`src/hdl/cssr_cfg.svh`:
```
// Constants for the processor special status register block.
`ifndef CSSR_CFG_SVH
`define CSSR_CFG_SVH
`define CSSR_EXC_NUM_LSB      0
`define CSSR_EXC_NUM_W        6
`define CSSR_EXC_THREAD       6'h00
`define CSSR_EXC_HARD_FAULT   6'h03
`define CSSR_EXC_SUPERVISOR_CALL_EXCEPTION       6'h0B
`define CSSR_EXC_IRQ_BASE     6'h10
`define CSSR_EXC_IRQ_LAST     6'h2F
`define CSSR_EXS_FLAG_BIT     24
`define CSSR_CONFIGURABLE_PRIORITY_MASK_BIT      0
`define CSSR_STKSEL_BIT       1
`define CSSR_EXC_RESET        6'h00
`define CSSR_FLAG_RESET       1'b1
`define CSSR_CONFIGURABLE_PRIORITY_MASK_RESET    1'b0
`define CSSR_CONTROL_RESET    32'h00000000
`define CSSR_SEL_EXC_NUM      3'h0
`define CSSR_SEL_EXEC_STATE   3'h1
`define CSSR_SEL_CONFIGURABLE_PRIORITY_MASK      3'h2
`define CSSR_SEL_CONTROL      3'h3
`define CSSR_SEL_PSW          3'h4
`endif

```
`src/hdl/cssr_pkg.sv`:
```
// Types for the processor special status register block.
package cssr_pkg;
	typedef enum logic [1:0]
	{
		CSSR_ST_THREAD  = 2'b00,
		CSSR_ST_HANDLER = 2'b01,
		CSSR_ST_LOCKUP  = 2'b10
	} cssr_state_t;
endpackage

```
`src/hdl/cssr_regs.sv`:
```
// Processor special status registers: exception number, execution state, priority mask, control.
//
// Functional notes
// - Exception number in bits 5:0.
// - Codes: thread, hard fault, call, lines.
// - Execution state flag at bit 24.
// - Software read of execution state gives zero.
// - Software write of execution state ignored.
// - Stacked status word carries true flag.
// - Interrupt abandons multi-register transfer.
// - Abandoned transfer restarts from first transfer.
// - Execution only with flag set.
// - Flag cleared by branch, return, vector.
// - Executing with flag clear faults or locks.
// - Priority mask bit 0 blocks configurable exceptions.
// - Mask changed by move or state change.
// - Control bit 1 selects process stack.
// - Handler mode: select reads zero, ignores writes.
// - Handler mode always uses main stack.
// - Entry and return update control automatically.
// - Control is zero after reset.
// - After barrier new stack is used.
// - Every exception but reset enters handler, unless in lockup or faulting in handler.
// - Status word write keeps exception number.
`timescale 1ns/100ps
`default_nettype none
`include "cssr_cfg.svh"
module cssr_regs
(
	input  wire logic        clk,
	input  wire logic        rst,
	input  wire logic [2:0]  sreg_sel,
	input  wire logic        sreg_wr,
	input  wire logic [31:0] sreg_wdata,
	output logic [31:0]      sreg_rdata,
	input  wire logic        cps_set,
	input  wire logic        cps_clear,
	input  wire logic        exc_entry,
	input  wire logic [5:0]  exc_entry_num,
	input  wire logic [31:0] exc_vector,
	input  wire logic        exc_return,
	input  wire logic [5:0]  exc_return_num,
	input  wire logic [31:0] exc_return_psw,
	input  wire logic        exc_return_stksel,
	input  wire logic        branch_exchange,
	input  wire logic [31:0] branch_target,
	input  wire logic        instruction_sync_barrier,
	input  wire logic        instr_issue,
	input  wire logic        multi_xfer_busy,
	input  wire logic [31:0] multi_xfer_addr,
	input  wire logic        cfg_exc_request,
	output logic             cfg_exc_allowed,
	output logic             exec_allowed,
	output logic             exec_fault,
	output logic             lockup,
	output logic             handler_mode,
	output logic             use_process_stack,
	output logic [31:0]      stacked_psw,
	output logic             multi_abandon,
	output logic             multi_restart,
	output logic [31:0]      restart_addr
);
	// ****************************************************************
	// State
	// ****************************************************************
	cssr_pkg::cssr_state_t state_r;
	logic [5:0]            exc_num_r;
	logic                  exs_flag_r;
	logic                  configurable_priority_mask_r;
	logic                  stksel_r;
	logic                  active_stk_r;
	logic                  fault_now;
	logic                  wr_control;
	logic                  wr_configurable_priority_mask;

	assign handler_mode = (state_r == cssr_pkg::CSSR_ST_HANDLER);
	assign wr_control   = sreg_wr & (sreg_sel == `CSSR_SEL_CONTROL);
	assign wr_configurable_priority_mask   = sreg_wr & (sreg_sel == `CSSR_SEL_CONFIGURABLE_PRIORITY_MASK);
	assign exec_allowed = exs_flag_r & (state_r != cssr_pkg::CSSR_ST_LOCKUP);
	assign fault_now    = instr_issue & ~exs_flag_r;
	assign exec_fault   = fault_now;
	assign lockup       = (state_r == cssr_pkg::CSSR_ST_LOCKUP);
	assign cfg_exc_allowed = cfg_exc_request & ~configurable_priority_mask_r;
	assign use_process_stack = active_stk_r;

	// ****************************************************************
	// Mode
	// ****************************************************************
	// A fault inside the handler cannot be serviced again and locks the core.
	always_ff @(posedge clk)
	begin
		if (rst)
			state_r <= cssr_pkg::CSSR_ST_THREAD;
		else
		begin
			case (state_r)
				cssr_pkg::CSSR_ST_THREAD:
					if (exc_entry | fault_now)
						state_r <= cssr_pkg::CSSR_ST_HANDLER;
				cssr_pkg::CSSR_ST_HANDLER:
					if (fault_now)
						state_r <= cssr_pkg::CSSR_ST_LOCKUP;
					else if (exc_return && exc_return_num == `CSSR_EXC_THREAD)
						state_r <= cssr_pkg::CSSR_ST_THREAD;
				cssr_pkg::CSSR_ST_LOCKUP:
					state_r <= cssr_pkg::CSSR_ST_LOCKUP;
				default:
					state_r <= cssr_pkg::CSSR_ST_THREAD;
			endcase
		end
	end

	// ****************************************************************
	// Exception number
	// ****************************************************************
	// Status word writes never reach this field.
	always_ff @(posedge clk)
	begin
		if (rst)
			exc_num_r <= `CSSR_EXC_RESET;
		else if (fault_now && state_r == cssr_pkg::CSSR_ST_THREAD)
			exc_num_r <= `CSSR_EXC_HARD_FAULT;
		else if (exc_entry)
			exc_num_r <= exc_entry_num;
		else if (exc_return)
			exc_num_r <= exc_return_num;
	end

	// ****************************************************************
	// Execution state flag
	// ****************************************************************
	always_ff @(posedge clk)
	begin
		if (rst)
			exs_flag_r <= `CSSR_FLAG_RESET;
		else if (exc_entry)
			exs_flag_r <= exc_vector[0];
		else if (exc_return)
			exs_flag_r <= exc_return_psw[`CSSR_EXS_FLAG_BIT];
		else if (branch_exchange)
			exs_flag_r <= branch_target[0];
	end

	// ****************************************************************
	// Priority mask
	// ****************************************************************
	always_ff @(posedge clk)
	begin
		if (rst)
			configurable_priority_mask_r <= `CSSR_CONFIGURABLE_PRIORITY_MASK_RESET;
		else if (cps_set)
			configurable_priority_mask_r <= 1'b1;
		else if (cps_clear)
			configurable_priority_mask_r <= 1'b0;
		else if (wr_configurable_priority_mask)
			configurable_priority_mask_r <= sreg_wdata[`CSSR_CONFIGURABLE_PRIORITY_MASK_BIT];
	end

	// ****************************************************************
	// Stack control
	// ****************************************************************
	// Entry forces the main stack; return restores the thread choice.
	always_ff @(posedge clk)
	begin
		if (rst)
			stksel_r <= 1'(`CSSR_CONTROL_RESET >> `CSSR_STKSEL_BIT);
		else if (exc_entry)
			stksel_r <= 1'b0;
		else if (exc_return)
			stksel_r <= exc_return_stksel;
		else if (wr_control && !handler_mode)
			stksel_r <= sreg_wdata[`CSSR_STKSEL_BIT];
	end

	// The pointer in use follows the select bit only at a barrier or mode change.
	always_ff @(posedge clk)
	begin
		if (rst)
			active_stk_r <= 1'b0;
		else if (exc_entry || fault_now)
			active_stk_r <= 1'b0;
		else if (exc_return)
			active_stk_r <= exc_return_stksel & (exc_return_num == `CSSR_EXC_THREAD);
		else if (handler_mode)
			active_stk_r <= 1'b0;
		else if (instruction_sync_barrier)
			active_stk_r <= stksel_r;
	end

	// ****************************************************************
	// Stacked status word
	// ****************************************************************
	always_ff @(posedge clk)
	begin
		if (rst)
			stacked_psw <= 32'h00000000;
		else if (exc_entry)
		begin
			stacked_psw <= 32'h00000000;
			stacked_psw[`CSSR_EXS_FLAG_BIT] <= exs_flag_r;
			stacked_psw[`CSSR_EXC_NUM_W-1:0] <= exc_num_r;
		end
	end

	// ****************************************************************
	// Read data
	// ****************************************************************
	always_ff @(posedge clk)
	begin
		if (rst)
			sreg_rdata <= 32'h00000000;
		else
		begin
			sreg_rdata <= 32'h00000000;
			case (sreg_sel)
				`CSSR_SEL_EXC_NUM:
					sreg_rdata[`CSSR_EXC_NUM_W-1:0] <= exc_num_r;
				`CSSR_SEL_EXEC_STATE:
					sreg_rdata <= 32'h00000000;
				`CSSR_SEL_CONFIGURABLE_PRIORITY_MASK:
					sreg_rdata[`CSSR_CONFIGURABLE_PRIORITY_MASK_BIT] <= configurable_priority_mask_r;
				`CSSR_SEL_CONTROL:
					sreg_rdata[`CSSR_STKSEL_BIT] <= stksel_r & ~handler_mode;
				`CSSR_SEL_PSW:
					sreg_rdata[`CSSR_EXC_NUM_W-1:0] <= exc_num_r;
				default:
					sreg_rdata <= 32'h00000000;
			endcase
		end
	end

	// ****************************************************************
	// Multi-register transfer restart
	// ****************************************************************
	cssr_restart u_restart
	(
		.clk             (clk),
		.rst             (rst),
		.multi_xfer_busy (multi_xfer_busy),
		.exc_entry       (exc_entry),
		.exc_return      (exc_return),
		.multi_xfer_addr (multi_xfer_addr),
		.multi_abandon   (multi_abandon),
		.multi_restart   (multi_restart),
		.restart_addr    (restart_addr)
	);
endmodule // cssr_regs
`default_nettype wire

```
`src/hdl/cssr_restart.sv`:
```
// Tracks the abandon-and-restart of multi-register transfers.
`timescale 1ns/100ps
`default_nettype none
module cssr_restart
(
	input  wire logic        clk,
	input  wire logic        rst,
	input  wire logic        multi_xfer_busy,
	input  wire logic        exc_entry,
	input  wire logic        exc_return,
	input  wire logic [31:0] multi_xfer_addr,
	output logic             multi_abandon,
	output logic             multi_restart,
	output logic [31:0]      restart_addr
);
	logic pending_r;

	// Abandon is combinational so the transfer stops in the entry cycle.
	assign multi_abandon = exc_entry & multi_xfer_busy;

	always_ff @(posedge clk)
	begin
		if (rst)
			pending_r <= 1'b0;
		else if (multi_abandon)
			pending_r <= 1'b1;
		else if (exc_return)
			pending_r <= 1'b0;
	end

	always_ff @(posedge clk)
	begin
		if (rst)
			restart_addr <= 32'h00000000;
		else if (multi_abandon)
			restart_addr <= multi_xfer_addr;
	end

	// The instruction is rerun from its first transfer on return.
	always_ff @(posedge clk)
	begin
		if (rst)
			multi_restart <= 1'b0;
		else
			multi_restart <= exc_return & pending_r;
	end
endmodule // cssr_restart
`default_nettype wire

```
`config.mk`:
```
export PLATFORM = sky130hd
export DESIGN_NAME = cssr_regs
export DESIGN_NICKNAME = d
export VERILOG_FILES = /design/src/hdl/cssr_pkg.sv /design/src/hdl/cssr_regs.sv /design/src/hdl/cssr_restart.sv
export VERILOG_INCLUDE_DIRS = /design/src /design/src/hdl
export SDC_FILE = /design/constraint.sdc
export NUM_CORES = 1
export LEC_CHECK = 0
export BUFFER_PORTS_ARGS = -buffer_cell sky130_fd_sc_hd__buf_2
export CORE_AREA = 2 2 112 114
export CTS_CLUSTER_DIAMETER = 120
export DETAILED_ROUTE_END_ITERATION = 6
export DIE_AREA = 0 0 114 116
export SLEW_MARGIN = 10
export SYNTH_ARGS = -nofsm -noshare
export SYNTH_HDL_FRONTEND = slang
export SYNTH_SLANG_ARGS = --single-unit
```
`constraint.sdc`:
```
create_clock -name clk -period 1.4 [get_ports clk]
set_input_delay 0.14 -clock clk [delete_from_list [all_inputs] [get_ports clk]]
set_output_delay 0.14 -clock clk [all_outputs]
set_load 0.02 [all_outputs]
```
### After elaboration in Yosys (flattened, before gate mapping)

Index checks and enable logic that the tools add are counted.

* register bits after elaboration: 85
* input bits: 188
* word-level logic and storage cells: 79

* equal/unequal tests: 8
* muxes and demuxes: 22
* bitwise gates (word level): 14
* reduce and logical (&&, ||, !) cells: 21

Operators by type and width (count)
* 1-bit 2-to-1 mux: 13
* 6-bit 2-to-1 mux: 2
* 3-bit nonzero test: 4
* 2-bit OR reduction: 5
* 1-bit bitwise AND: 9
* 2-bit 2-to-1 mux: 4
* 3-bit by 2-bit == test with 1-bit output (second input constant): 2
* 6-bit logical NOT: 1
* 2-bit case mux with 3 select lines: 1
* 2-bit nonzero test: 3
* 2-bit != test (second input constant): 2
* 1-bit inverter: 4
* 1-bit case mux with 2 select lines: 2
* 3-bit == test (second input constant): 1
* 1-bit logical AND: 3
* 3-bit logical NOT: 1
* 3-bit by 1-bit != test with 1-bit output (second input constant): 1
* 2-bit by 1-bit == test with 1-bit output (second input constant): 1
* 2-bit == test (second input constant): 1
* 2-bit logical NOT: 1
* 2-bit AND reduction: 1
* 1-bit logical NOT: 1
* 1-bit logical OR: 1
* 1-bit bitwise OR: 1

### Logic depth before layout (Yosys ltp)

* depth in word-level cells: 5
* gate-level depth with buffers: 6

### Modules after synthesis

A second synthesis with hierarchy kept.

* cells, all modules: 318
* area, all modules: 3026.7 um2

Modules (own cells, without submodules)
* cssr_restart: times used 1, cells an instance 154, area each 1542.7 um2, sequential area each 680.7 um2
* cssr_regs: times used 1, cells an instance 164, area each 1483.9 um2, sequential area each 500.5 um2

### Worst setup path before layout

OpenSTA, ideal clock, no wires.

* path kind: reg-to-reg
* start point: reg state_r[1]
* end point: reg stksel_r
* setup time: 0.122 ns
* arrival: 1.138 ns
* required time: 1.278 ns
* setup slack: 0.141 ns
* cell stages (with the launch flop): 5
* period minus slack after synthesis: 1.259 ns
* cells stage by stage: dfxtp_1 -> nand2b_2 -> inv_2 -> o31a_1 -> o311a_1

* word-level cells in the longest chain between the ends: 4

RTL lines
* start, declared: line cssr_regs.sv:66 `cssr_pkg::cssr_state_t state_r;`
* start signal, assigned: line cssr_regs.sv:93 `state_r <= cssr_pkg::CSSR_ST_THREAD;`
* start signal, assigned: line cssr_regs.sv:99 `state_r <= cssr_pkg::CSSR_ST_HANDLER;`
* start signal, assigned: line cssr_regs.sv:102 `state_r <= cssr_pkg::CSSR_ST_LOCKUP;`
* 2-bit by 1-bit == test with 1-bit output: line cssr_regs.sv:76 `assign handler_mode = (state_r == cssr_pkg::CSSR_ST_HANDLER);`
* via handler_mode: line cssr_regs.sv:56 `output logic handler_mode,`
* 1-bit logical NOT: line cssr_regs.sv:171 `else if (wr_control && !handler_mode)`
* 1-bit logical AND: line cssr_regs.sv:171
* 2-bit nonzero test (no line)
* end signal, assigned: line cssr_regs.sv:166 `` stksel_r <= 1'(`CSSR_CONTROL_RESET >> `CSSR_STKSEL_BIT); ``
* end signal, assigned: line cssr_regs.sv:170 `stksel_r <= exc_return_stksel;`
* end signal, assigned: line cssr_regs.sv:172 `` stksel_r <= sreg_wdata[`CSSR_STKSEL_BIT]; ``
* end, declared: line cssr_regs.sv:70 `logic stksel_r;`

The timed path passes the listed nets, and every way through them passes these cells.
A chain may end at the register's enable or synchronous reset.

### Worst setup path in the final report

* start point: reg state_r[1]
* end point: out exec_allowed

* word-level cells in the longest chain between the ends: 2

RTL lines
* 2-bit != test: line cssr_regs.sv:79 `assign exec_allowed = exs_flag_r & (state_r != cssr_pkg::CSSR_ST_LOCKUP);`
* 1-bit bitwise AND: line cssr_regs.sv:79
* end, declared: line cssr_regs.sv:53 `output logic exec_allowed,`

Every way passes these cells.

==> metrics <==
CORE AREA 11,900 sq um; vias 2,330; Mapped Area 2640 sq um; CTS buffer count 9; clock sink total 59; maxcap violations 0; maximum vdd drop 506 uV; r2r endpoint stksel_r$_SDFFE_PP0P_; Inserted Diodes 0; Worst Hold Path EP sreg_rdata[0]$_SDFF_PP0_; Async S/R FF share, synth 0; worst-skew pair later-pin latency 0.33 ns; layout cells sized above 1 0.358; setup TNS 0 ns; status complete, no violations; Slew Viols, Final 0; Max Freq 748 MHz; synth top area cells dfxtp_1 45%, buf_4 15%, nand2_1 9.9%; #FFs+latches synth 59; P&R area growth vs syn 35.1%; Critical Path RT 1.26 ns; P_leak 1.76 nW; num ports 292; Avg WL per Cell 11.7 um; final WL 6870 um; cell taking the most area after synthesis dfxtp_1; final hold slack 0.0441 ns; placed cells 567; die height 116 um; Detailed Route Iter0 Violations 73; drt first pass iters 3; Clk pwr share 0.486; DRC 0; R2R cell count 4; Critical Path Sink Type output pin; main flop type after synthesis dfxtp_1; Seq pwr share 0.376; hold crit path type in -> reg; YS warnings 0; die area 13,200 sq um; vias in the first global route 2,182; Die W 114 um; initial antenna violation count 0; antenna-violating nets left 0; Place WS 0.00467 ns; GRT Total Usage 0.103; Synth Area in Adders 0; GP Congestion 0.781; switching share of total power 0.263; HPWL Detailed 5220 um; CP Class reg -> out; largest family of logic cells by synthesized area simple AND/OR/NAND/NOR gates; clk_skew 0.00287 ns; CTS clk-pin slew, worst paths 0.05 ns; compound-gate portion of the synthesized area 0.102; number of synthesized flops with an enable pin 0; crit path time final 1.34 ns; fin nets 621; Setup Fix Bufs, Post-CTS 0; Synth Area in Simple Gates 0.183; post-synthesis xor/xnor area fraction 0; reg2reg start state_r[1]$_SDFFE_PP0P_; setup slack, reg-to-reg 0.11 ns; Final setup viols 0; maximum number of pins on one net before global-route repair 30; Power per Cell Area 1350 nW/um^2; RSZ-0062 raised after global routing no; critical path arrival 1.20 ns; CP Max Fanout 4; combinational power share 0.138; CTS tree done; Final Hold Vio Count 0; synth unique cells 31; row count 40; Seq/Total Area, Yosys 0.447; first-pass GRT wire length 10,300 um; Tcrit/Tclk final 0.955; Yosys top cell area share 0.447; CTS root buffer clkbuf_16; Sw Pwr 1.27 mW; non-filler instance count after layout 585; htree depth 3; Gate Count Post-Synth 310; Hold Path Origin sreg_sel[0]; Min-Delay Path Depth 2; final setup margin 0.0623 ns; final global-route overflow total 0; CP startpoint kind flip-flop; vias per inst 3.98; Power Internal 3.55 mW; clk buf depth 2; Initial Util 0.222; IO Port Bufs 117; average size of a mapped cell 8.52 sq um; mux contribution to synthesized area 0.0867
==> metrics by stage <==
stage	utilization	power, mW	cell area, sq um
2_1_floorplan	-	2.37	2830
3_3_place_gp	0.270	2.49	3210
3_5_place_dp	0.270	2.50	3210
4_1_cts	0.299	4.88	3560
5_1_grt	0.299	5.04	3570
6_report	0.299	4.82	3570
==> routing by layer <==
layer / part of all wire / global-route usage / wire, um
met5: 0 / 0 / 0
met4: 0.021 / 0.0569 / 142
met3: 0.11 / 0.0570 / 737
met2: 0.45 / 0.162 / 3100
met1: 0.42 / 0.112 / 2890
==> synthesized netlist by cell type, drive strengths merged (2+ instances only) <==
cell type  count
a211o          2
a21oi         38
and2           5
buf           62
clkbuf         4
dfxtp         59
inv            5
mux2           7
mux2i         15
nand2         70
nand2b         7
nand3          2
nor2          14
nor2b          2
nor3           3
nor4b          2
o21ai          2
==> cell type report <==
cell class / instances / area (sq um)
inverter: 5 / 18.8
clock buffer: 9 / 225
timing repair buffer: 128 / 679
fill: 1286 / 8340
clock inverter: 7 / 92.6
tap: 147 / 184
multi-input combinational: 230 / 1180
sequential: 59 / 1180
==> sequential cells by signal (all words and copies together), names as in the netlist, 2 cells and up <==
register / flops
state_r: 2
sreg_rdata: 6
u_restart.restart_addr: 32
exc_num_r: 6
stacked_psw: 7
==> layout by cell type (no fill, tap or decap), types with 2 or more instances in the layout <==
cell type        n
a211o_1          2
a21oi_1         38
and2_1           4
buf_2          116
buf_4            9
bufinv_16        2
clkbuf_16        9
clkinv_2         2
clkinvlp_4       3
conb_1          51
dfxtp_1         57
dfxtp_2          2
dlygate4sd3_1    2
inv_1            3
inv_2            2
mux2_2           7
mux2i_1         15
nand2_1         70
nand2b_1         6
nand3_1          2
nor2_1          14
nor3_1           3
nor4b_1          2
o21ai_0          2
==> worst max-delay path: stages (launching register included) <==
cell and delay (ns):
dfxtp_2 0.33, or2b_1 0.26, and2_4 0.15, buf_6 0.12
==> how the worst max path moves through the flow <==
stage,endpoint,startpoint
2_1_floorplan,stksel_r$_SDFFE_PP0P_,state_r[1]$_SDFFE_PP0P_
3_5_place_dp,use_process_stack$_SDFFE_PP0P_,exc_return
5_1_grt,exec_allowed,state_r[1]$_SDFFE_PP0P_
4_1_cts,exec_allowed,state_r[1]$_SDFFE_PP0P_
6_report,exec_allowed,state_r[1]$_SDFFE_PP0P_
3_3_place_gp,use_process_stack$_SDFFE_PP0P_,exc_return
==> cells by family after synthesis <==
| group | count (synthesis) |
|---|---|
| AND/OR/NAND/NOR | 109 |
| buffers and inverters | 71 |
| multiplexers | 22 |
| AO/OA/AOI/OAI | 48 |
| flip-flops | 59 |
| other | 1 |
==> power by group through the flow <==
stage               Clock, mW  Combinational (mW)  Sequential [mW]
finish                   2.34               0.663             1.81
global route             2.49               0.730             1.82
CTS                      2.41               0.662             1.81
detailed placement          0               0.653             1.85
global placement            0               0.645             1.84
floorplan                   0               0.463             1.91
==> timing repair <==
item | 4_1_cts | 5_1_grt
setup endpoints to repair | 2 | 2
hold endpoints to repair | 1 | 0
pin swaps | 1 | 0
gates cloned | 0 | 0
resized for setup | 4 | 3
hold buffers | 2 | 0
Power figures use the tool's default switching activity.
